### src/flash_pins_pkg.sv
// constants, enumerations and carriers for the serial flash pin interface
package flash_pins_pkg;
    localparam int CLK_SYS_PERIOD_NS = 40;
    localparam int RESET_PULSE_MIN_WIDTH_NS = 1000;
    localparam int RESET_PULSE_CYCLES =
        (RESET_PULSE_MIN_WIDTH_NS + CLK_SYS_PERIOD_NS - 1) / CLK_SYS_PERIOD_NS;
    localparam int RST_CNT_W = 5;
    localparam logic [RST_CNT_W-1:0] RST_CNT_DONE = RST_CNT_W'(RESET_PULSE_CYCLES - 1);
    localparam logic [3:0] BITS_PER_BYTE = 4'h8;
    localparam logic [3:0] STEP_SINGLE = 4'h1;
    localparam logic [3:0] STEP_DUAL = 4'h2;
    localparam logic [3:0] STEP_QUAD = 4'h4;
    localparam logic [3:0] OE_SINGLE = 4'h2;
    localparam logic [3:0] OE_DUAL = 4'h3;
    localparam logic [3:0] OE_QUAD = 4'hF;
    localparam logic [1:0] ADDR_LAST_BYTE = 2'h2;
    localparam logic [7:0] INDEX_MAX = 8'hFF;
    localparam logic [23:0] LINEAR_MASK = 24'hFFFFFF;
    localparam logic [23:0] WRAP8_MASK = 24'h000007;
    localparam logic [23:0] WRAP16_MASK = 24'h00000F;
    localparam logic [23:0] WRAP32_MASK = 24'h00001F;
    localparam logic [23:0] WRAP64_MASK = 24'h00003F;
    localparam logic [23:0] SECTOR_4K_MASK = 24'h000FFF;
    localparam logic [23:0] BLOCK_32K_MASK = 24'h007FFF;
    localparam logic [23:0] BLOCK_64K_MASK = 24'h00FFFF;

    typedef enum logic [1:0] {
        WIDTH_SINGLE = 2'b00,
        WIDTH_DUAL = 2'b01,
        WIDTH_QUAD = 2'b10
    } width_type;

    typedef enum logic [1:0] {
        WRAP_8 = 2'b00,
        WRAP_16 = 2'b01,
        WRAP_32 = 2'b10,
        WRAP_64 = 2'b11
    } wrap_type;

    typedef enum logic [1:0] {
        ERASE_SECTOR_4K = 2'b00,
        ERASE_BLOCK_32K = 2'b01,
        ERASE_BLOCK_64K = 2'b10
    } erase_type;

    typedef enum logic [1:0] {
        FRAME_IDLE = 2'b00,
        FRAME_INSTR = 2'b01,
        FRAME_ADDR = 2'b10,
        FRAME_DATA = 2'b11
    } frame_state_type;

    typedef struct packed {
        logic quad_enable_bit;
        logic pin_function_select_bit;
        logic status_protect_bit;
        logic four_wire_command_mode;
        logic continuous_read_mode;
        logic wrap_enable;
        wrap_type wrap_size;
        erase_type erase_kind;
    } cfg_type;

    typedef struct packed {
        width_type rx_width;
        width_type tx_width;
        logic tx_active;
        logic uid_select;
    } phase_type;

    typedef struct packed {
        logic valid;
        logic is_instruction;
        logic [7:0] index;
        logic [7:0] data;
    } rx_type;
endpackage

### src/serial_flash_pin_interface.sv
// pin-level serial flash interface: edge sampling, lane sharing, pause and hardware reset
`timescale 1ns/10ps
module serial_flash_pin_interface #(
    parameter logic [63:0] UNIQUE_ID = 64'h0123456789ABCDEF // arbitrary value
) (
    input wire logic clk_sys,
    input wire logic rst_n,
    input wire logic clk_en,
    input wire logic spi_clk,
    input wire logic chip_select_n,
    input wire logic [3:0] data_line_in,
    output logic [3:0] data_line_out,
    output logic [3:0] data_line_oe,
    input flash_pins_pkg::cfg_type cfg,
    input flash_pins_pkg::phase_type phase,
    input wire logic [7:0] tx_data,
    input wire logic [7:0] prog_old_byte,
    output flash_pins_pkg::rx_type rx,
    output logic [23:0] address,
    output logic address_valid,
    output logic [23:0] read_address,
    output logic [23:0] erase_base,
    output logic tx_take,
    output logic [7:0] page_column,
    output logic [7:0] prog_result,
    output logic status_write_allowed,
    output logic selected,
    output logic paused,
    output logic hw_reset
);
    import flash_pins_pkg::*;

    ////////////////////////////////////////////////////////////////////////////
    // pin synchronisers
    logic sck_s1, sck_s2, sck_d;
    logic cs_s1, cs_s2, cs_d;
    logic [3:0] dl_s1, dl_s2;
    logic armed;

    always_ff @(posedge clk_sys or negedge rst_n) begin
        if (!rst_n) begin
            sck_s1 <= 1'b0;
            sck_s2 <= 1'b0;
            sck_d <= 1'b0;
            cs_s1 <= 1'b0;
            cs_s2 <= 1'b0;
            cs_d <= 1'b0;
            dl_s1 <= 4'h0;
            dl_s2 <= 4'h0;
        end else if (clk_en) begin
            sck_s1 <= spi_clk;
            sck_s2 <= sck_s1;
            sck_d <= sck_s2;
            cs_s1 <= chip_select_n;
            cs_s2 <= cs_s1;
            cs_d <= cs_s2;
            dl_s1 <= data_line_in;
            dl_s2 <= dl_s1;
        end
    end

    // first falling chip select after reset arms the port
    always_ff @(posedge clk_sys or negedge rst_n) begin
        if (!rst_n) begin
            armed <= 1'b0;
        end else if (clk_en && cs_d && !cs_s2) begin
            armed <= 1'b1;
        end
    end

    ////////////////////////////////////////////////////////////////////////////
    // shared pin functions
    logic hold_func, reset_func, active, rise, fall;
    logic [RST_CNT_W-1:0] rst_cnt;

    assign hold_func = !cfg.quad_enable_bit && !cfg.pin_function_select_bit;
    assign reset_func = !cfg.quad_enable_bit && cfg.pin_function_select_bit;
    assign active = armed && !cs_s2 && !paused && !hw_reset;
    assign rise = active && sck_s2 && !sck_d;
    assign fall = active && !sck_s2 && sck_d;

    always_ff @(posedge clk_sys or negedge rst_n) begin
        if (!rst_n) begin
            paused <= 1'b0;
            selected <= 1'b0;
            status_write_allowed <= 1'b1;
        end else if (clk_en) begin
            paused <= hold_func && !dl_s2[3] && !cs_s2 && armed;
            selected <= armed && !cs_s2;
            status_write_allowed <= cfg.quad_enable_bit ||
                !(cfg.status_protect_bit && !dl_s2[2]);
        end
    end

    always_ff @(posedge clk_sys or negedge rst_n) begin
        if (!rst_n) begin
            rst_cnt <= '0;
            hw_reset <= 1'b0;
        end else if (clk_en) begin
            if (reset_func && !dl_s2[3]) begin
                if (rst_cnt != RST_CNT_DONE) begin
                    rst_cnt <= rst_cnt + 1'b1;
                end
            end else begin
                rst_cnt <= '0;
            end
            hw_reset <= reset_func && !dl_s2[3] && (rst_cnt == RST_CNT_DONE);
        end
    end

    ////////////////////////////////////////////////////////////////////////////
    // receive path
    frame_state_type state;
    width_type rx_w;
    logic [3:0] rx_cnt, step, next_cnt;
    logic [7:0] rx_sr, next_rx_sr, byte_idx, prog_cnt;
    logic [1:0] addr_cnt;
    logic [15:0] addr_sr;
    logic [23:0] erase_mask, new_addr;

    always_comb begin
        // instruction byte in four-wire-command mode always uses four lines
        rx_w = (state == FRAME_INSTR && cfg.four_wire_command_mode) ?
            WIDTH_QUAD : phase.rx_width;
        unique case (rx_w)
            WIDTH_DUAL: begin
                step = STEP_DUAL;
                next_rx_sr = {rx_sr[5:0], dl_s2[1:0]};
            end
            WIDTH_QUAD: begin
                step = STEP_QUAD;
                next_rx_sr = {rx_sr[3:0], dl_s2};
            end
            default: begin
                step = STEP_SINGLE;
                next_rx_sr = {rx_sr[6:0], dl_s2[0]};
            end
        endcase
        next_cnt = rx_cnt + step;
        unique case (cfg.erase_kind)
            ERASE_BLOCK_32K: erase_mask = BLOCK_32K_MASK;
            ERASE_BLOCK_64K: erase_mask = BLOCK_64K_MASK;
            default: erase_mask = SECTOR_4K_MASK;
        endcase
        new_addr = {addr_sr, next_rx_sr};
    end

    always_ff @(posedge clk_sys or negedge rst_n) begin
        if (!rst_n) begin
            state <= FRAME_IDLE;
            rx_cnt <= 4'h0;
            rx_sr <= 8'h00;
            byte_idx <= 8'h00;
            addr_cnt <= 2'h0;
            addr_sr <= 16'h0000;
            prog_cnt <= 8'h00;
            rx <= '0;
            address <= 24'h000000;
            address_valid <= 1'b0;
            erase_base <= 24'h000000;
            page_column <= 8'h00;
            prog_result <= 8'hFF;
        end else if (clk_en) begin
            rx.valid <= 1'b0;
            address_valid <= 1'b0;
            if (cs_s2 || hw_reset || !armed) begin
                state <= FRAME_IDLE;
                rx_cnt <= 4'h0;
                byte_idx <= 8'h00;
                addr_cnt <= 2'h0;
                prog_cnt <= 8'h00;
            end else if (state == FRAME_IDLE) begin
                state <= cfg.continuous_read_mode ? FRAME_ADDR : FRAME_INSTR;
            end else if (rise && !phase.tx_active) begin
                // paused cycles never reach here, so position is kept
                rx_sr <= next_rx_sr;
                rx_cnt <= next_cnt;
                if (next_cnt == BITS_PER_BYTE) begin
                    rx_cnt <= 4'h0;
                    rx.valid <= 1'b1;
                    rx.data <= next_rx_sr;
                    rx.index <= byte_idx;
                    rx.is_instruction <= (state == FRAME_INSTR);
                    if (byte_idx != INDEX_MAX) begin
                        byte_idx <= byte_idx + 1'b1;
                    end
                    unique case (state)
                        FRAME_INSTR: state <= FRAME_ADDR;
                        FRAME_ADDR: begin
                            addr_sr <= {addr_sr[7:0], next_rx_sr};
                            addr_cnt <= addr_cnt + 1'b1;
                            if (addr_cnt == ADDR_LAST_BYTE) begin
                                state <= FRAME_DATA;
                                address <= new_addr;
                                address_valid <= 1'b1;
                                erase_base <= new_addr & ~erase_mask;
                            end
                        end
                        default: begin
                            // column wraps inside the 256-byte page
                            page_column <= address[7:0] + prog_cnt;
                            prog_cnt <= prog_cnt + 1'b1;
                            prog_result <= prog_old_byte & next_rx_sr;
                        end
                    endcase
                end
            end
        end
    end

    ////////////////////////////////////////////////////////////////////////////
    // transmit path
    logic [3:0] tx_cnt, tx_step, tx_oe;
    logic [7:0] tx_sr, cur, src, uid_byte;
    logic [2:0] uid_idx;
    logic [23:0] wrap_mask, next_read;

    always_comb begin
        uid_byte = UNIQUE_ID[{~uid_idx, 3'b000} +: 8];
        src = phase.uid_select ? uid_byte : tx_data;
        cur = (tx_cnt == 4'h0) ? src : tx_sr;
        unique case (phase.tx_width)
            WIDTH_DUAL: begin
                tx_step = STEP_DUAL;
                tx_oe = OE_DUAL;
            end
            WIDTH_QUAD: begin
                tx_step = STEP_QUAD;
                tx_oe = OE_QUAD;
            end
            default: begin
                tx_step = STEP_SINGLE;
                tx_oe = OE_SINGLE;
            end
        endcase
        unique case (cfg.wrap_size)
            WRAP_8: wrap_mask = WRAP8_MASK;
            WRAP_16: wrap_mask = WRAP16_MASK;
            WRAP_32: wrap_mask = WRAP32_MASK;
            WRAP_64: wrap_mask = WRAP64_MASK;
        endcase
        if (!cfg.wrap_enable) begin
            wrap_mask = LINEAR_MASK;
        end
        next_read = (read_address & ~wrap_mask) |
            ((read_address + 24'h000001) & wrap_mask);
    end

    always_ff @(posedge clk_sys or negedge rst_n) begin
        if (!rst_n) begin
            tx_cnt <= 4'h0;
            tx_sr <= 8'h00;
            uid_idx <= 3'h0;
            tx_take <= 1'b0;
            read_address <= 24'h000000;
            data_line_out <= 4'h0;
            data_line_oe <= 4'h0;
        end else if (clk_en) begin
            tx_take <= 1'b0;
            if (address_valid) begin
                read_address <= address;
            end
            if (cs_s2 || hw_reset || !armed) begin
                tx_cnt <= 4'h0;
                uid_idx <= 3'h0;
                data_line_oe <= 4'h0;
            end else if (paused) begin
                data_line_oe <= 4'h0;
            end else if (fall && phase.tx_active) begin
                data_line_oe <= tx_oe;
                unique case (phase.tx_width)
                    WIDTH_DUAL: data_line_out <= {2'b00, cur[7:6]};
                    WIDTH_QUAD: data_line_out <= cur[7:4];
                    default: data_line_out <= {2'b00, cur[7], 1'b0};
                endcase
                tx_sr <= cur << tx_step;
                tx_cnt <= (tx_cnt + tx_step == BITS_PER_BYTE) ? 4'h0 : tx_cnt + tx_step;
                if (tx_cnt == 4'h0) begin
                    tx_take <= 1'b1;
                    uid_idx <= uid_idx + 1'b1;
                    if (!address_valid) begin
                        read_address <= next_read;
                    end
                end
            end else if (!phase.tx_active) begin
                data_line_oe <= 4'h0;
            end
        end
    end
endmodule

### config.mk
export PLATFORM = sky130hd
export DESIGN_NAME = serial_flash_pin_interface
export DESIGN_NICKNAME = d
export VERILOG_FILES = /design/src/flash_pins_pkg.sv /design/src/serial_flash_pin_interface.sv
export SDC_FILE = /design/constraint.sdc
export NUM_CORES = 1
export LEC_CHECK = 0
export BUFFER_PORTS_ARGS = -buffer_cell sky130_fd_sc_hd__clkbuf_2
export CORE_MARGIN = 5
export CORE_UTILIZATION = 57
export CTS_CLUSTER_DIAMETER = 200
export CTS_CLUSTER_SIZE = 20
export DETAILED_ROUTE_END_ITERATION = 16
export HOLD_SLACK_MARGIN = 0.1
export PLACE_DENSITY_LB_ADDON = 0.1
export SYNTH_ARGS = -nofsm -noshare
export SYNTH_HDL_FRONTEND = slang
export SYNTH_SLANG_ARGS = --single-unit
### constraint.sdc
create_clock -name clk_sys -period 4.6 [get_ports clk_sys]
set_input_delay 0.69 -clock clk_sys [delete_from_list [all_inputs] [get_ports clk_sys]]
set_output_delay 0.69 -clock clk_sys [all_outputs]
set_load 0.05 [all_outputs]
## Word-level counts from Yosys, hierarchy flattened

Cells that the tools add are included.

| word-level totals | value |
|---|---|
| memories | 0 |
| logic and storage cells | 217 |
| register bits after elaboration | 202 |
| output and inout bits | 120 |
| memory bits (read-only) | 0 |
| latch bits | 0 |
| bits in writable memories | 0 |

| cells by class | value |
|---|---|
| div/mod/pow operators | 0 |
| reductions and logical operators | 63 |
| equal/unequal tests | 23 |
| $mul | 0 |
| magnitude comparators | 0 |
| bitwise operators | 12 |
| shift operators | 2 |
| muxes and demuxes | 71 |
| add/sub/neg operators | 9 |

Operators with widths:

| cell | count |
|---|---|
| $mux W24 | 7 |
| $mux W8 | 12 |
| $pmux W24 S4 | 1 |
| $and A24 B24 Y24 | 3 |
| $mux W18 | 4 |
| $shiftx A64 B7 Y8 const A | 1 |
| $mux W4 | 12 |
| $not A24 Y24 | 2 |
| $pmux W16 S2 | 1 |
| $reduce_and A5 Y1 | 5 |
| $add A24 B1 Y24 const B | 1 |
| $mux W2 | 12 |
| $or A24 B24 Y24 | 1 |
| $logic_and A1 B1 Y1 | 20 |
| $add A8 B1 Y8 const B | 2 |
| $pmux W4 S2 | 2 |
| $pmux W8 S2 | 1 |
| $eq A2 B2 Y1 const B | 7 |
| $logic_not A1 Y1 | 12 |
| $mux W3 | 4 |
| $pmux W3 S2 | 2 |
| $reduce_and A4 Y1 | 3 |
| $reduce_and A6 Y1 | 2 |
| $reduce_bool A2 Y1 | 6 |
| other kinds (29) | 57 |

## Logic depth before layout (Yosys ltp)

Gate-level depths: netlist of the first run.

| logic depth | value |
|---|---|
| word-level depth | 11 |
| depth in mapped cells | 15 |

## Worst setup path after synthesis of the first run

No wires, ideal clock.

| path | value |
|---|---|
| path kind | in2reg |
| start | in cfg[6] in the netlist's numbering |
| end | reg addr_sr[10] |
| required time | 4,475 ps |
| data arrival time | 3,351 ps |
| stages | 13 |
| slack | 1,124 ps |
| cell sequence | nand2_1 and2_1 ha_1 ha_1 inv_1 fa_1 nor2b_1 and3_1 mux2_2 buf_2 nand3_2 buf_4 mux2_2 |

| between the ends | value |
|---|---|
| longest elaborated chain between the ends | 7 |
| elaborated cells on any way between the ends | 8 |

RTL lines:

| item | RTL line | text |
|---|---|---|
| start: declaration | serial_flash_pin_interface.sv:14 | `input flash_pins_pkg::cfg_type cfg,` |
| $logic_and A1 B1 Y1 * | serial_flash_pin_interface.sv:123 | `rx_w = (state == FRAME_INSTR && cfg.four_wire_command_mode) ?` |
| $mux W2 * | serial_flash_pin_interface.sv:123 |  |
| $eq A2 B2 Y1 or $eq A2 B1 Y1 (tied branches) | serial_flash_pin_interface.sv:125 | `unique case (rx_w)` |
| $pmux W3 S2 * | serial_flash_pin_interface.sv:125 |  |
| $add A4 B4 Y4 * | serial_flash_pin_interface.sv:139 | `next_cnt = rx_cnt + step;` |
| $eq A4 B4 Y1 * | serial_flash_pin_interface.sv:178 | `if (next_cnt == BITS_PER_BYTE) begin` |
| $reduce_and A6 Y1 (no source line) * | -- |  |
| end signal: assignment | serial_flash_pin_interface.sv:190 | `addr_sr <= {addr_sr[7:0], next_rx_sr};` |
| end: declaration | serial_flash_pin_interface.sv:118 | `logic [15:0] addr_sr;` |

Every way passes the cells marked *; elsewhere a longest branch is shown, timed or not.
A chain may end at the register's enable or synchronous reset.

## Worst setup path after layout of the first run

| path | value |
|---|---|
| start | reg state[1] |
| end | reg page_column[2] |

| between the ends | value |
|---|---|
| longest elaborated chain between the ends | 8 |
| elaborated cells on any way between the ends | 14 |

RTL lines:

| item | RTL line | text |
|---|---|---|
| start: declaration | serial_flash_pin_interface.sv:113 | `frame_state_type state;` |
| start signal: assignment | serial_flash_pin_interface.sv:173 | `state <= cfg.continuous_read_mode ? FRAME_ADDR : FRAME_INSTR;` |
| $eq A2 B1 Y1 | serial_flash_pin_interface.sv:123, serial_flash_pin_interface.sv:187 |  |
| $logic_and A1 B1 Y1 | serial_flash_pin_interface.sv:123 |  |
| $mux W2 | serial_flash_pin_interface.sv:123 |  |
| $eq A2 B2 Y1 or $eq A2 B1 Y1 (tied branches) | serial_flash_pin_interface.sv:125 |  |
| $pmux W3 S2 | serial_flash_pin_interface.sv:125 |  |
| $add A4 B4 Y4 | serial_flash_pin_interface.sv:139 |  |
| $eq A4 B4 Y1 | serial_flash_pin_interface.sv:178 |  |
| $reduce_and A6 Y1 (no source line) * | -- |  |
| end signal: assignment | serial_flash_pin_interface.sv:201 | `page_column <= address[7:0] + prog_cnt;` |
| end: declaration | serial_flash_pin_interface.sv:24 | `output logic [7:0] page_column,` |

Marks and branches as above.

==> impl_results.html, run 1 <==
<table>
<tr><th>Metric</th><th>Value</th></tr>
<tr><th colspan="2">CTS</th></tr>
<tr><td>Total number of H-tree levels</td><td>4</td></tr>
<tr><td>Number of buffers added by the clock tree synthesis step</td><td>17</td></tr>
<tr><td>Post-CTS setup buffer count</td><td>0</td></tr>
<tr><td>Clock root buffer master</td><td>sky130_fd_sc_hd__clkbuf_16</td></tr>
<tr><td>Sinks on the clock net</td><td>about 180</td></tr>
<tr><td>Post-CTS resize count</td><td>0</td></tr>
<tr><td>CTS tree</td><td>yes</td></tr>
<tr><td>Clock latency reported for the late side of the worst-skew pair</td><td>around 430 ps</td></tr>
<tr><td>Maximum buffer depth of the clock tree</td><td>2</td></tr>
<tr><td>Clock-pin slew on the worst setup and hold paths</td><td>70 ps</td></tr>
<tr><td>Post-cts hold buffer count</td><td>0</td></tr>
<tr><th colspan="2">Setup path</th></tr>
<tr><td>Combined buffer and inverter count along the critical path</td><td>3</td></tr>
<tr><td>Element type at the critical path start</td><td>flop</td></tr>
<tr><td>Req. time, crit path</td><td>roughly 5000 ps</td></tr>
<tr><td>Worst endpoint data arrival time</td><td>just over 4000 ps</td></tr>
<tr><td>Kind of end point of the critical path</td><td>flop</td></tr>
<tr><td>Slowest CP cell</td><td>sky130_fd_sc_hd__fa_1</td></tr>
<tr><td>Kind of critical path</td><td>reg -&gt; reg</td></tr>
<tr><td>Largest stage delay on the critical path</td><td>slightly above 400 ps</td></tr>
<tr><td>Cell-by-cell trace of the critical path</td><td>inv_1 -&gt; ha_1 -&gt; nand2_1 -&gt; and2_1 -&gt; ha_1 -&gt; ha_1 -&gt; inv_1 -&gt; fa_1 -&gt; nor2b_1 -&gt; and3_1 -&gt; mux2_2 -&gt; buf_4 -&gt; nand2_1 -&gt; mux2_2</td></tr>
<tr><td>Cell family contributing the most delay on the critical path</td><td>adder cells</td></tr>
<tr><td>CP Max Fanout</td><td>17</td></tr>
<tr><td>Cell mode on critical path</td><td>sky130_fd_sc_hd__ha_1</td></tr>
<tr><th colspan="2">Routing</th></tr>
<tr><td>Overall via count from detail_route</td><td>between 7000 and 8000</td></tr>
<tr><td>DRT antenna net count</td><td>0</td></tr>
<tr><td>First drt pass iteration count</td><td>5</td></tr>
<tr><td>Per-cell routed wire length</td><td>around 19 um</td></tr>
<tr><td>Detailed router's first-iteration violation count</td><td>540</td></tr>
<tr><td>Routed wire length</td><td>23.9 mm</td></tr>
<tr><td>Average via count per standard cell</td><td>5.99</td></tr>
<tr><td>DRC violations left</td><td>0</td></tr>
<tr><th colspan="2">Logic synthesis</th></tr>
<tr><td>Share of synthesized area occupied by flip-flops and latches</td><td>47.4%</td></tr>
<tr><td>Post-synth top flop</td><td>sky130_fd_sc_hd__dfrtp_1</td></tr>
<tr><td>Cell types with the highest counts after synthesis</td><td>sky130_fd_sc_hd__dfrtp_1 (172), sky130_fd_sc_hd__nand2_1 (97), sky130_fd_sc_hd__mux2_2 (74)</td></tr>
<tr><td>Mapped Avg Cell Area</td><td>10.5 um^2</td></tr>
<tr><td>Post-Synthesis Cell Area</td><td>9570 um^2</td></tr>
<tr><td>Top cell type by total area after synthesis</td><td>sky130_fd_sc_hd__dfrtp_1</td></tr>
<tr><td>Cells after synthesis</td><td>about 910</td></tr>
<tr><td>Number of synthesized register bits</td><td>between 150 and 200</td></tr>
<tr><td>Yosys Warn Count</td><td>0</td></tr>
<tr><td>Async S/R FF share, synth</td><td>100%</td></tr>
<tr><td>Dominant cell by count in the synthesized netlist</td><td>sky130_fd_sc_hd__dfrtp_1</td></tr>
<tr><td>Yosys top cell area share</td><td>between 40% and 50%</td></tr>
<tr><td>Synth unique cells</td><td>74</td></tr>
<tr><td>Count of flip-flops with a built-in enable after synthesis</td><td>0</td></tr>
<tr><td>Leading cell types by total area after synthesis</td><td>sky130_fd_sc_hd__dfrtp_1 (45%), sky130_fd_sc_hd__mux2_2 (8.7%), sky130_fd_sc_hd__nand2_1 (3.8%)</td></tr>
<tr><th colspan="2">Timing</th></tr>
<tr><td>Time the final worst path needs with I/O delays and setup</td><td>about 3800 ps</td></tr>
<tr><td>Final critical-path share of the clock period</td><td>slightly above 80%</td></tr>
<tr><td>RSZ-0062 raised after global routing</td><td>no</td></tr>
<tr><td>Final max-slew violation count</td><td>0</td></tr>
<tr><td>Total Negative Setup Slacks</td><td>0 ps</td></tr>
<tr><td>Least setup slack across all paths after layout</td><td>roughly 800 ps</td></tr>
<tr><td>Worst Clk Skew</td><td>between 9 and 10 ps</td></tr>
<tr><td>Setup violations, final</td><td>0</td></tr>
<tr><td>Max-Slew Margin vs Limit</td><td>a little over a third</td></tr>
<tr><td>Transition time at the pin with the least slew margin</td><td>about 960 ps</td></tr>
<tr><td>Maximum achievable frequency</td><td>approximately 0.26 GHz</td></tr>
<tr><td>Final Hold Violating Endpoints</td><td>0</td></tr>
<tr><th colspan="2">Global routing</th></tr>
<tr><td>Residual overflow from global routing</td><td>0</td></tr>
<tr><td>First-pass GRT wire length</td><td>~40 mm</td></tr>
<tr><td>Initial antenna violation count</td><td>0</td></tr>
<tr><td>Vias in the first global route</td><td>between 7000 and 8000</td></tr>
<tr><td>Pin count of the biggest net entering global routing</td><td>101</td></tr>
<tr><td>Global-route usage over all layers</td><td>between 20% and 30%</td></tr>
<tr><th colspan="2">Cells and area</th></tr>
<tr><td>Layout cell share with drive strength beyond 1</td><td>between 20% and 30%</td></tr>
<tr><td>Syn-to-layout area delta</td><td>15.3%</td></tr>
<tr><td>Inserted Diodes</td><td>0</td></tr>
<tr><td>Non-filler cells, final</td><td>~1300</td></tr>
<tr><td>Fillcell total</td><td>~1300</td></tr>
<tr><td>Utilization of the core after routing</td><td>between 60% and 70%</td></tr>
<tr><td>Number of nets at the end of the flow</td><td>between 1000 and 1500</td></tr>
<tr><th colspan="2">Placement</th></tr>
<tr><td>Detail Placement HPWL</td><td>17.2 mm</td></tr>
<tr><td>GP Congestion</td><td>a little under 0.9</td></tr>
<tr><td>Count of buffers from port buffering</td><td>roughly 150</td></tr>
<tr><td>Worst setup timing slack at the placement stage</td><td>804 ps</td></tr>
<tr><td># placed instances</td><td>roughly 1200</td></tr>
<tr><th colspan="2">Die</th></tr>
<tr><td>Number of placed I/O pins</td><td>~160</td></tr>
<tr><td>Height of the die</td><td>between 100 and 150 um</td></tr>
<tr><td>Placement Rows</td><td>47</td></tr>
<tr><td>Die width</td><td>about 140 um</td></tr>
<tr><td>Starting Density</td><td>slightly below 60%</td></tr>
<tr><td>Core area</td><td>~17000 um^2</td></tr>
<tr><td>Area enclosed by the die boundary</td><td>~20000 um^2</td></tr>
<tr><th colspan="2">Power and ir drop</th></tr>
<tr><td>Peak VDD IR</td><td>0.000262 V</td></tr>
<tr><td>Total power divided by cell area</td><td>377 nW/um^2</td></tr>
<tr><td>Static Leakage</td><td>5.52 nW</td></tr>
<tr><th colspan="2">Min path</th></tr>
<tr><td>Hold crit path type</td><td>in -&gt; async</td></tr>
<tr><th colspan="2">Run</th></tr>
<tr><td>Total of max-cap violations</td><td>0</td></tr>
<tr><th colspan="2">Outcome</th></tr>
<tr><td>Run status</td><td>finished, final reports clean</td></tr>
</table>
-- cell families after synthesis --
| family | Yosys count | share of synthesized area (%) |
|---|---|---|
| and+or+nand+nor | 268 | 14.8 |
| AOI/OAI and AO/OA | 197 | 13.7 |
| buffers and inverters | 109 | 5.34 |
| muxes | 114 | 13.5 |
| xor gates and xnor gates | 9 | 0.823 |
| adders and majority gates | 32 | 4.42 |
| other | 1 | 0.0392 |
| DFF | 181 | 47.4 |
-- per-stage QoR --
| stage | hold slack, ps | cell area, um^2 | power [mW] |
|---|---|---|---|
| after floorplan | 394 | 9620 | 2.43 |
| after global placement | 456 | 10400 | 2.66 |
| after detailed placement | 467 | 10400 | 2.68 |
| after CTS | 402 | 11000 | 4.18 |
| after global routing | 424 | 11000 | 4.35 |
| final | 358 | 11000 | 4.16 |
-- layout make-up --
cell class / count / area (um^2) / share of cell area, %
Timing Repair Buffer: 164 / 867 / 7.86
Inverter: 49 / 184 / 1.67
Clock buffer: 17 / 425 / 3.85
Clock inverter: 15 / 179 / 1.62
Tap cell: 220 / 275 / 2.49
Sequential cell: 181 / 4540 / 41.1
Multi-Input combinational cell: 632 / 4570 / 41.4
-- routing by layer --
layer	wire length [um]	share of wire, %	GRT usage (%)	vias to the layer above
li1	-	-	-	3577
met2	11300	47	39.5	255
met1	10800	45	35.6	3793
met4	409	1.7	6.73	0
met5	0	0	0	-
met3	1430	6.0	4.77	27
-- final timing paths --
check	start	cells after the start	slack [ps]	to
max reg2reg	state[1]	14	810	page_column[2]
min reg2reg	data_line_out[0]	2	480	data_line_out[0]
max	state[1]	14	810	page_column[2]
min	rst_n	1	360	async pin
max in group asynchronous	rst_n	2	3250	async pin
min in group clk_sys	prog_old_byte[6]	3	470	prog_result[6]
-- layout by cell type, fill, tap and decap left out, drive strengths merged, types with 7 or more instances in the layout --
cell type	Yosys	layout
clkinv	2	8
o22ai	11	11
o31ai	11	11
dfrtp	172	172
dfstp	9	9
mux2i	20	20
o21ai	56	56
nor2	26	26
a21o	9	9
nand3	35	35
a22o	7	7
nor3	13	13
a22oi	8	8
ha	29	29
buf	38	17
inv	47	50
and2	8	8
a21oi	37	37
and3	11	11
conb	1	12
nand4	23	23
nor3b	7	7
clkbuf	22	164
nand2b	11	11
nand2	98	98
mux2	91	91
-- power by group --
part / leakage (nW) / internal, mW / switching [mW]
clock: 0.291 / 0.859 / 0.648
combinational: 2.82 / 0.269 / 0.554
sequential: 2.41 / 1.71 / 0.118
-- worst reg2reg max path, cell delays in order (launching register included) --
cell and delay (ps):
sky130_fd_sc_hd__dfrtp_1 400, sky130_fd_sc_hd__inv_1 100, sky130_fd_sc_hd__ha_1 280, sky130_fd_sc_hd__nand2_1 70
sky130_fd_sc_hd__and2_1 190, sky130_fd_sc_hd__ha_1 330, sky130_fd_sc_hd__ha_1 210, sky130_fd_sc_hd__inv_1 70
sky130_fd_sc_hd__fa_1 410, sky130_fd_sc_hd__nor2b_1 170, sky130_fd_sc_hd__and3_1 190, sky130_fd_sc_hd__mux2_2 300
sky130_fd_sc_hd__buf_4 210, sky130_fd_sc_hd__nand2_1 350, sky130_fd_sc_hd__mux2_2 390
Power figures use the tool's default switching activity.
==> inputs of run 2 (changes only) <==
- clock period: 4.6 -> 3.6 ns (I/O delays scaled with it)
==> run 2 against run 1 <==
Die area is the same; first-iteration DRC count grew 17%; count of clock-buffer cells in the layout grew 7; via count is essentially flat; clock skew shrank 1.5 ps; combinational power grew 34%; sequential share of layout area shrank 0.42 points; total power grew 25%; final area grew 1.0%; routed wire length grew 1.2%; sequential power grew 28%; critical path type unchanged.
==> impl_results.html, run 2 (synthesis results as in run 1) <==
<table>
<tr><th>Metric</th><th>Value</th></tr>
<tr><th colspan="2">Timing</th></tr>
<tr><td>Final Hold Violating Endpoints</td><td>0 (unchanged)</td></tr>
<tr><td>Setup violations, final</td><td>0 (unchanged)</td></tr>
<tr><td>Transition time at the pin with the least slew margin</td><td>995 ps (+33.1 ps)</td></tr>
<tr><td>Max-Slew Margin vs Limit</td><td>33.2% (-2.0 points)</td></tr>
<tr><td>Final max-slew violation count</td><td>0 (unchanged)</td></tr>
<tr><td>Worst Clk Skew</td><td>8.34 ps (-1.53 ps)</td></tr>
<tr><td>Maximum achievable frequency</td><td>0.287 GHz (+8.9%)</td></tr>
<tr><td>Time the final worst path needs with I/O delays and setup</td><td>3490 ps (-309 ps)</td></tr>
<tr><td>Final critical-path share of the clock period</td><td>96.8% (+14 points)</td></tr>
<tr><th colspan="2">Routing</th></tr>
<tr><td>First drt pass iteration count</td><td>6 (+1)</td></tr>
<tr><td>DRT antenna net count</td><td>0 (unchanged)</td></tr>
<tr><td>Routed wire length</td><td>24.2 mm (+1.2%)</td></tr>
<tr><td>Per-cell routed wire length</td><td>18.8 um (+0.46%)</td></tr>
<tr><td>Detailed router's first-iteration violation count</td><td>632 (+17%)</td></tr>
<tr><td>DRC violations left</td><td>0 (unchanged)</td></tr>
<tr><td>Average via count per standard cell</td><td>5.94 (-0.78%)</td></tr>
<tr><td>Overall via count from detail_route</td><td>7646 (-0.078%)</td></tr>
<tr><th colspan="2">Power and ir drop</th></tr>
<tr><td>Static Leakage</td><td>5.59 nW (+1.4%)</td></tr>
<tr><td>Peak VDD IR</td><td>0.000357 V (+36%)</td></tr>
<tr><td>Total power divided by cell area</td><td>465 nW/um^2 (+23%)</td></tr>
<tr><th colspan="2">Cells and area</th></tr>
<tr><td>Utilization of the core after routing</td><td>67.5% (+0.69 points)</td></tr>
<tr><td>Leading cell type in the layout, fill and taps excluded</td><td>sky130_fd_sc_hd__dfrtp_1</td></tr>
<tr><td>Layout cell share with drive strength beyond 1</td><td>29.5% (+1.1 points)</td></tr>
<tr><td>Syn-to-layout area delta</td><td>16.5%</td></tr>
<tr><td>Number of nets at the end of the flow</td><td>1127 (+0.81%)</td></tr>
<tr><td>Leading cell types in the layout, fill and taps excluded</td><td>sky130_fd_sc_hd__dfrtp_1 (172), sky130_fd_sc_hd__clkbuf_2 (147), sky130_fd_sc_hd__nand2_1 (96), sky130_fd_sc_hd__mux2_2 (74), sky130_fd_sc_hd__o21ai_0 (56)</td></tr>
<tr><td>Inserted Diodes</td><td>0 (unchanged)</td></tr>
<tr><td>Non-filler cells, final</td><td>1287 (+0.70%)</td></tr>
<tr><th colspan="2">Setup path</th></tr>
<tr><td>CP Max Fanout</td><td>11 (-6)</td></tr>
<tr><td>Largest stage delay on the critical path</td><td>540 ps (+130 ps)</td></tr>
<tr><td>Req. time, crit path</td><td>3950 ps (-960 ps)</td></tr>
<tr><td>Cell-by-cell trace of the critical path</td><td>inv_2 -&gt; ha_2 -&gt; nand2_1 -&gt; and2_1 -&gt; ha_1 -&gt; ha_1 -&gt; inv_1 -&gt; fa_1 -&gt; nor2b_4 -&gt; and3b_1 -&gt; mux2i_2 -&gt; buf_4 -&gt; or4_1 -&gt; a21oi_2</td></tr>
<tr><td>Element type at the critical path start</td><td>flop</td></tr>
<tr><td>Worst endpoint data arrival time</td><td>3840 ps (-270 ps)</td></tr>
<tr><td>Combined buffer and inverter count along the critical path</td><td>3 (unchanged)</td></tr>
<tr><td>Kind of end point of the critical path</td><td>flop</td></tr>
<tr><td>Kind of critical path</td><td>reg -&gt; reg</td></tr>
<tr><td>Slowest CP cell</td><td>sky130_fd_sc_hd__or4_1</td></tr>
<tr><td>Cell mode on critical path</td><td>sky130_fd_sc_hd__ha_1</td></tr>
<tr><td>Cell family contributing the most delay on the critical path</td><td>simple AND/OR/NAND/NOR gates</td></tr>
<tr><th colspan="2">Run</th></tr>
<tr><td>Total of max-cap violations</td><td>0 (unchanged)</td></tr>
<tr><th colspan="2">CTS</th></tr>
<tr><td>CTS tree</td><td>yes</td></tr>
<tr><td>Maximum buffer depth of the clock tree</td><td>2 (unchanged)</td></tr>
<tr><td>Sinks on the clock net</td><td>181 (unchanged)</td></tr>
<tr><td>Clock root buffer master</td><td>sky130_fd_sc_hd__clkbuf_16</td></tr>
<tr><td>Number of buffers added by the clock tree synthesis step</td><td>17 (unchanged)</td></tr>
<tr><td>Post-cts hold buffer count</td><td>0 (unchanged)</td></tr>
<tr><td>Clock latency reported for the late side of the worst-skew pair</td><td>430 ps (about the same)</td></tr>
<tr><td>Total number of H-tree levels</td><td>4 (unchanged)</td></tr>
<tr><td>Clock-pin slew on the worst setup and hold paths</td><td>70 ps (about the same)</td></tr>
<tr><th colspan="2">Placement</th></tr>
<tr><td>Count of buffers from port buffering</td><td>148 (unchanged)</td></tr>
<tr><td>GP Congestion</td><td>0.882 (+0.14%)</td></tr>
<tr><td># placed instances</td><td>1253 (+0.56%)</td></tr>
<tr><td>Detail Placement HPWL</td><td>17.0 mm (-1.1%)</td></tr>
<tr><th colspan="2">Global routing</th></tr>
<tr><td>Global-route usage over all layers</td><td>25.1% (+0.14 points)</td></tr>
<tr><td>Pin count of the biggest net entering global routing</td><td>84 (-17%)</td></tr>
<tr><td>Residual overflow from global routing</td><td>0 (unchanged)</td></tr>
<tr><td>First-pass GRT wire length</td><td>40.0 mm (+0.56%)</td></tr>
<tr><td>Vias in the first global route</td><td>7516 (+0.067%)</td></tr>
<tr><td>Initial antenna violation count</td><td>0 (unchanged)</td></tr>
<tr><th colspan="2">Die</th></tr>
<tr><td>Starting Density</td><td>57.9% (unchanged)</td></tr>
<tr><td>Height of the die</td><td>140 um (unchanged)</td></tr>
<tr><td>Area enclosed by the die boundary</td><td>19500 um^2 (unchanged)</td></tr>
<tr><td>Die width</td><td>140 um (unchanged)</td></tr>
<tr><td>Number of placed I/O pins</td><td>161 (unchanged)</td></tr>
<tr><td>Core area</td><td>16500 um^2 (unchanged)</td></tr>
<tr><td>Placement Rows</td><td>47 (unchanged)</td></tr>
<tr><th colspan="2">Outcome</th></tr>
<tr><td>Run status</td><td>finished, final reports clean</td></tr>
<tr><th colspan="2">Min path</th></tr>
<tr><td>Hold crit path type</td><td>in -&gt; async</td></tr>
</table>
==> run 2: report_power, final <==
group          internal, mW  switching, mW
clock network         0.971          0.777
logic                 0.373          0.722
registers              2.19          0.149
total                  3.53           1.65
==> run 2: layout make-up <==
| type | instances | area [um^2] |
|---|---|---|
| fillers | 1316 | 5370 |
| multi-input cells | 632 | 4600 |
| flip-flops and latches | 181 | 4540 |
| repair buffers | 173 | 1000 |
| clock buffers | 24 | 502 |
| well taps | 220 | 275 |
| inverters | 49 | 184 |
| clock inverters | 8 | 48.8 |
==> run 2: repair_timing <==
item                                    in CTS  in global routing
setup buffers                                0                  1
gates resized for setup                      0                  9
endpoints found under the setup margin       0                 67
==> run 2: routing by layer <==
layer / routed length (um) / global-route usage, % / vias up
met1: 11200 / 36.3 / 3770
met5: 0 / 0 / -
met2: 11200 / 39.1 / 257
li1: - / - / 3594
met3: 1430 / 4.94 / 25
met4: 393 / 6.73 / 0
==> run 2: metrics by stage <==
step                      hold slack (ps)  area [um^2]  TNS [ps]  worst slack [ps]  power, mW
after floorplan                       244         9620         0               154       3.10
after global placement                455        10500         0               156       3.42
after detailed placement              462        10500         0              72.7       3.44
after CTS                             208        11100         0              51.9       5.17
after global routing                  244        11200      -176             -79.4       5.42
final                                 179        11200         0               114       5.18
==> run 2: final timing paths <==
| check | start | endpoint | slack, ps | cells after the start |
|---|---|---|---|---|
| max | state[1] | byte_idx[4] | 110 | 14 |
| min | rst_n | async pin | 180 | 1 |
| max reg2reg | state[1] | byte_idx[4] | 110 | 14 |
| min reg2reg | data_line_out[0] | data_line_out[0] | 480 | 2 |
| max in group asynchronous | rst_n | status_write_allowed | 2650 | 2 |
| min in group clk_sys | prog_old_byte[4] | prog_result[4] | 320 | 3 |
==> inputs of run 3 (changes only) <==
- PLACE_DENSITY: unset -> 0.81
- PLACE_DENSITY_LB_ADDON: 0.1 -> unset
- clock period: 3.6 -> 3.55 ns (I/O delays scaled with it)
==> run 3 against run 2 <==
Critical endpoint is now address[19]; worst setup slack worse by 4.4 ps; utilization is 0.50 points higher; combinational power hardly changed; critical path depth stayed put; sequential power is 2% higher; highest routed layer unchanged.
==> impl_results.html, run 3 (synthesis results as in run 1) <==
<table>
<tr><th>Metric</th><th>Value</th></tr>
<tr><th colspan="2">Timing</th></tr>
<tr><td>Transition time at the pin with the least slew margin</td><td>897 ps (-97.6 ps)</td></tr>
<tr><td>Final max-slew violation count</td><td>0 (unchanged)</td></tr>
<tr><td>Setup violations, final</td><td>0 (unchanged)</td></tr>
<tr><td>Final Hold Violating Endpoints</td><td>0 (unchanged)</td></tr>
<tr><td>Maximum achievable frequency</td><td>0.291 GHz (+1.3%)</td></tr>
<tr><td>Time the final worst path needs with I/O delays and setup</td><td>3440 ps (-45.6 ps)</td></tr>
<tr><td>Max-Slew Margin vs Limit</td><td>39.7% (+6.6 points)</td></tr>
<tr><td>Final critical-path share of the clock period</td><td>96.9% (about the same)</td></tr>
<tr><td>Worst hold margin</td><td>312 ps (+134 ps)</td></tr>
<tr><td>Total Negative Setup Slacks</td><td>0 ps (unchanged)</td></tr>
<tr><td>Worst Clk Skew</td><td>8.45 ps (+0.108 ps)</td></tr>
<tr><th colspan="2">Power and ir drop</th></tr>
<tr><td>Combinational power share</td><td>20.7% (-0.4 points)</td></tr>
<tr><td>Total power divided by cell area</td><td>480 nW/um^2 (+3.4%)</td></tr>
<tr><td>Power after layout</td><td>5.39 mW (+4.1%)</td></tr>
<tr><td>Peak VDD IR</td><td>0.000383 V (+7.4%)</td></tr>
<tr><td>NetSw</td><td>1.69 mW (+2.5%)</td></tr>
<tr><td>Switching share of power</td><td>31.3% (-0.49 points)</td></tr>
<tr><td>Clock network power share</td><td>35.2% (+1.5 points)</td></tr>
<tr><td>Cell internal pwr</td><td>3.70 mW (+4.9%)</td></tr>
<tr><td>Static Leakage</td><td>5.61 nW (+0.39%)</td></tr>
<tr><td>Power share of the sequential group</td><td>44.1% (-1.0 points)</td></tr>
<tr><th colspan="2">CTS</th></tr>
<tr><td>Clock-pin slew on the worst setup and hold paths</td><td>60 ps (about the same)</td></tr>
<tr><td>Clock latency reported for the late side of the worst-skew pair</td><td>430 ps (about the same)</td></tr>
<tr><td>CTS tree</td><td>yes</td></tr>
<tr><td>Number of buffers added by the clock tree synthesis step</td><td>17 (unchanged)</td></tr>
<tr><td>Clock root buffer master</td><td>sky130_fd_sc_hd__clkbuf_16</td></tr>
<tr><td>Total number of H-tree levels</td><td>4 (unchanged)</td></tr>
<tr><td>Sinks on the clock net</td><td>181 (unchanged)</td></tr>
<tr><td>Maximum buffer depth of the clock tree</td><td>2 (unchanged)</td></tr>
<tr><th colspan="2">Min path</th></tr>
<tr><td>Hold crit path type</td><td>in -&gt; reg</td></tr>
<tr><th colspan="2">Die</th></tr>
<tr><td>Area enclosed by the die boundary</td><td>19500 um^2 (unchanged)</td></tr>
<tr><td>Number of placed I/O pins</td><td>161 (unchanged)</td></tr>
<tr><td>Placement Rows</td><td>47 (unchanged)</td></tr>
<tr><td>Die width</td><td>140 um (unchanged)</td></tr>
<tr><td>Height of the die</td><td>140 um (unchanged)</td></tr>
<tr><td>Core area</td><td>16500 um^2 (unchanged)</td></tr>
<tr><td>Starting Density</td><td>57.9% (unchanged)</td></tr>
<tr><th colspan="2">Setup path</th></tr>
<tr><td>R2r setup slk</td><td>110 ps (about the same)</td></tr>
<tr><td>Worst endpoint data arrival time</td><td>3750 ps (-90 ps)</td></tr>
<tr><td>End of the worst register-to-register path</td><td>address[19]</td></tr>
<tr><td>Element type at the critical path start</td><td>flop</td></tr>
<tr><td>CP Max Fanout</td><td>14 (+3)</td></tr>
<tr><td>Setup crit start</td><td>state[1]</td></tr>
<tr><td>Kind of end point of the critical path</td><td>flop</td></tr>
<tr><td>Critical path destination</td><td>address[19]</td></tr>
<tr><td>Req. time, crit path</td><td>3860 ps (-90 ps)</td></tr>
<tr><td>Reg2Reg Depth</td><td>14 (unchanged)</td></tr>
<tr><td>Worst R2R Start</td><td>state[1]</td></tr>
<tr><td>Kind of critical path</td><td>reg -&gt; reg</td></tr>
<tr><th colspan="2">Routing</th></tr>
<tr><td>First drt pass iteration count</td><td>5 (-1)</td></tr>
<tr><td>Average via count per standard cell</td><td>6.10 (+2.7%)</td></tr>
<tr><td>Per-cell routed wire length</td><td>19.2 um (+2.0%)</td></tr>
<tr><td>Overall via count from detail_route</td><td>7861 (+2.8%)</td></tr>
<tr><td>DRT antenna net count</td><td>0 (unchanged)</td></tr>
<tr><td>Routed wire length</td><td>24.7 mm (+2.1%)</td></tr>
<tr><td>Detailed router's first-iteration violation count</td><td>747 (+18%)</td></tr>
<tr><td>DRC violations left</td><td>0 (unchanged)</td></tr>
<tr><th colspan="2">Global routing</th></tr>
<tr><td>Pin count of the biggest net entering global routing</td><td>112 (+33%)</td></tr>
<tr><td>First-pass GRT wire length</td><td>39.9 mm (-0.36%)</td></tr>
<tr><td>Residual overflow from global routing</td><td>0 (unchanged)</td></tr>
<tr><td>Initial antenna violation count</td><td>0 (unchanged)</td></tr>
<tr><td>Global-route usage over all layers</td><td>25.1% (+0.066 points)</td></tr>
<tr><td>Vias in the first global route</td><td>7653 (+1.8%)</td></tr>
<tr><th colspan="2">Cells and area</th></tr>
<tr><td>Layout cell share with drive strength beyond 1</td><td>29.5% (about the same)</td></tr>
<tr><td>Syn-to-layout area delta</td><td>17.3%</td></tr>
<tr><td>Leading cell type in the layout, fill and taps excluded</td><td>sky130_fd_sc_hd__dfrtp_1</td></tr>
<tr><td>Leading cell types in the layout, fill and taps excluded</td><td>sky130_fd_sc_hd__dfrtp_1 (172), sky130_fd_sc_hd__clkbuf_2 (147), sky130_fd_sc_hd__nand2_1 (96), sky130_fd_sc_hd__mux2_2 (73), sky130_fd_sc_hd__o21ai_0 (56)</td></tr>
<tr><td>Utilization of the core after routing</td><td>68.0% (+0.50 points)</td></tr>
<tr><td>Inserted Diodes</td><td>0 (unchanged)</td></tr>
<tr><td>Non-filler cells, final</td><td>1288 (+0.078%)</td></tr>
<tr><td>Number of nets at the end of the flow</td><td>1128 (+0.089%)</td></tr>
<tr><td>Fillcell total</td><td>1250 (-5.0%)</td></tr>
<tr><th colspan="2">Run</th></tr>
<tr><td>Total of max-cap violations</td><td>0 (unchanged)</td></tr>
<tr><th colspan="2">Placement</th></tr>
<tr><td># placed instances</td><td>1249 (-0.32%)</td></tr>
<tr><td>GP Congestion</td><td>0.906 (+2.7%)</td></tr>
<tr><td>Count of buffers from port buffering</td><td>148 (unchanged)</td></tr>
<tr><td>Detail Placement HPWL</td><td>17.2 mm (+1.5%)</td></tr>
<tr><th colspan="2">Outcome</th></tr>
<tr><td>Run status</td><td>finished, final reports clean</td></tr>
</table>
## run 3: worst min-delay path by stage
stage                           from              to  cells after the start
floorplan                      rst_n       async pin                      0
global placement               rst_n       async pin                      1
detailed placement             rst_n       async pin                      1
CTS                 prog_old_byte[6]  prog_result[6]                      3
global route        prog_old_byte[6]  prog_result[6]                      3
finish              prog_old_byte[5]  prog_result[5]                      3
## run 3: repair_timing
item | CTS | global route
endpoints found under the setup margin | 40 | 84
buffers inserted | 0 | 4
resized for setup | 5 | 9
pin swaps | 0 | 1
cloned | 0 | 2
endpoints found under the hold margin | 30 | 0
hold buffers | 1 | 0
## run 3: cell type report
type / count / area [um^2] / share of cell area (%)
clock inverters: 7 / 95.1 / 0.847
repair buffers: 174 / 1020 / 9.04
well taps: 220 / 275 / 2.45
clock buffers: 25 / 495 / 4.41
inverters: 49 / 184 / 1.64
flip-flops and latches: 181 / 4540 / 40.4
multi-input cells: 632 / 4630 / 41.2
## run 3: power by group through the flow
stage / registers, mW / logic (mW) / clock network, mW
CTS: 2.37 / 1.09 / 1.92
global placement: 2.40 / 1.04 / 0
finish: 2.38 / 1.12 / 1.90
detailed placement: 2.41 / 1.07 / 0
floorplan: 2.56 / 0.585 / 0
global route: 2.40 / 1.21 / 2.01
## run 3: through the flow
stage,worst slack (ps),area (um^2)
after global placement,80.8,10500
after global routing,-2.44,11200
after floorplan,104,9620
after detailed placement,-69.4,10500
after CTS,20.1,11100
final,110,11200
## run 3: critical path, cell delays in order, from the launching register on
cell and delay [ps]:
sky130_fd_sc_hd__dfrtp_1 420, sky130_fd_sc_hd__inv_2 120, sky130_fd_sc_hd__ha_4 170, sky130_fd_sc_hd__nand2_1 50, sky130_fd_sc_hd__and2_1 180, sky130_fd_sc_hd__ha_1 330, sky130_fd_sc_hd__ha_1 210, sky130_fd_sc_hd__inv_1 70
sky130_fd_sc_hd__fa_1 430, sky130_fd_sc_hd__nor2b_4 150, sky130_fd_sc_hd__and3b_2 230, sky130_fd_sc_hd__mux2_4 330, sky130_fd_sc_hd__nand2_4 110, sky130_fd_sc_hd__clkbuf_16 190, sky130_fd_sc_hd__mux2_1 340
## run 3: metal layers
metal  routed length, um  share of wire, %  track usage [%]
met3                1750               7.1             4.46
met2               11900                48             40.5
met5                   0                 0                0
met4                 637               2.6             9.33
met1               10300                42             34.4
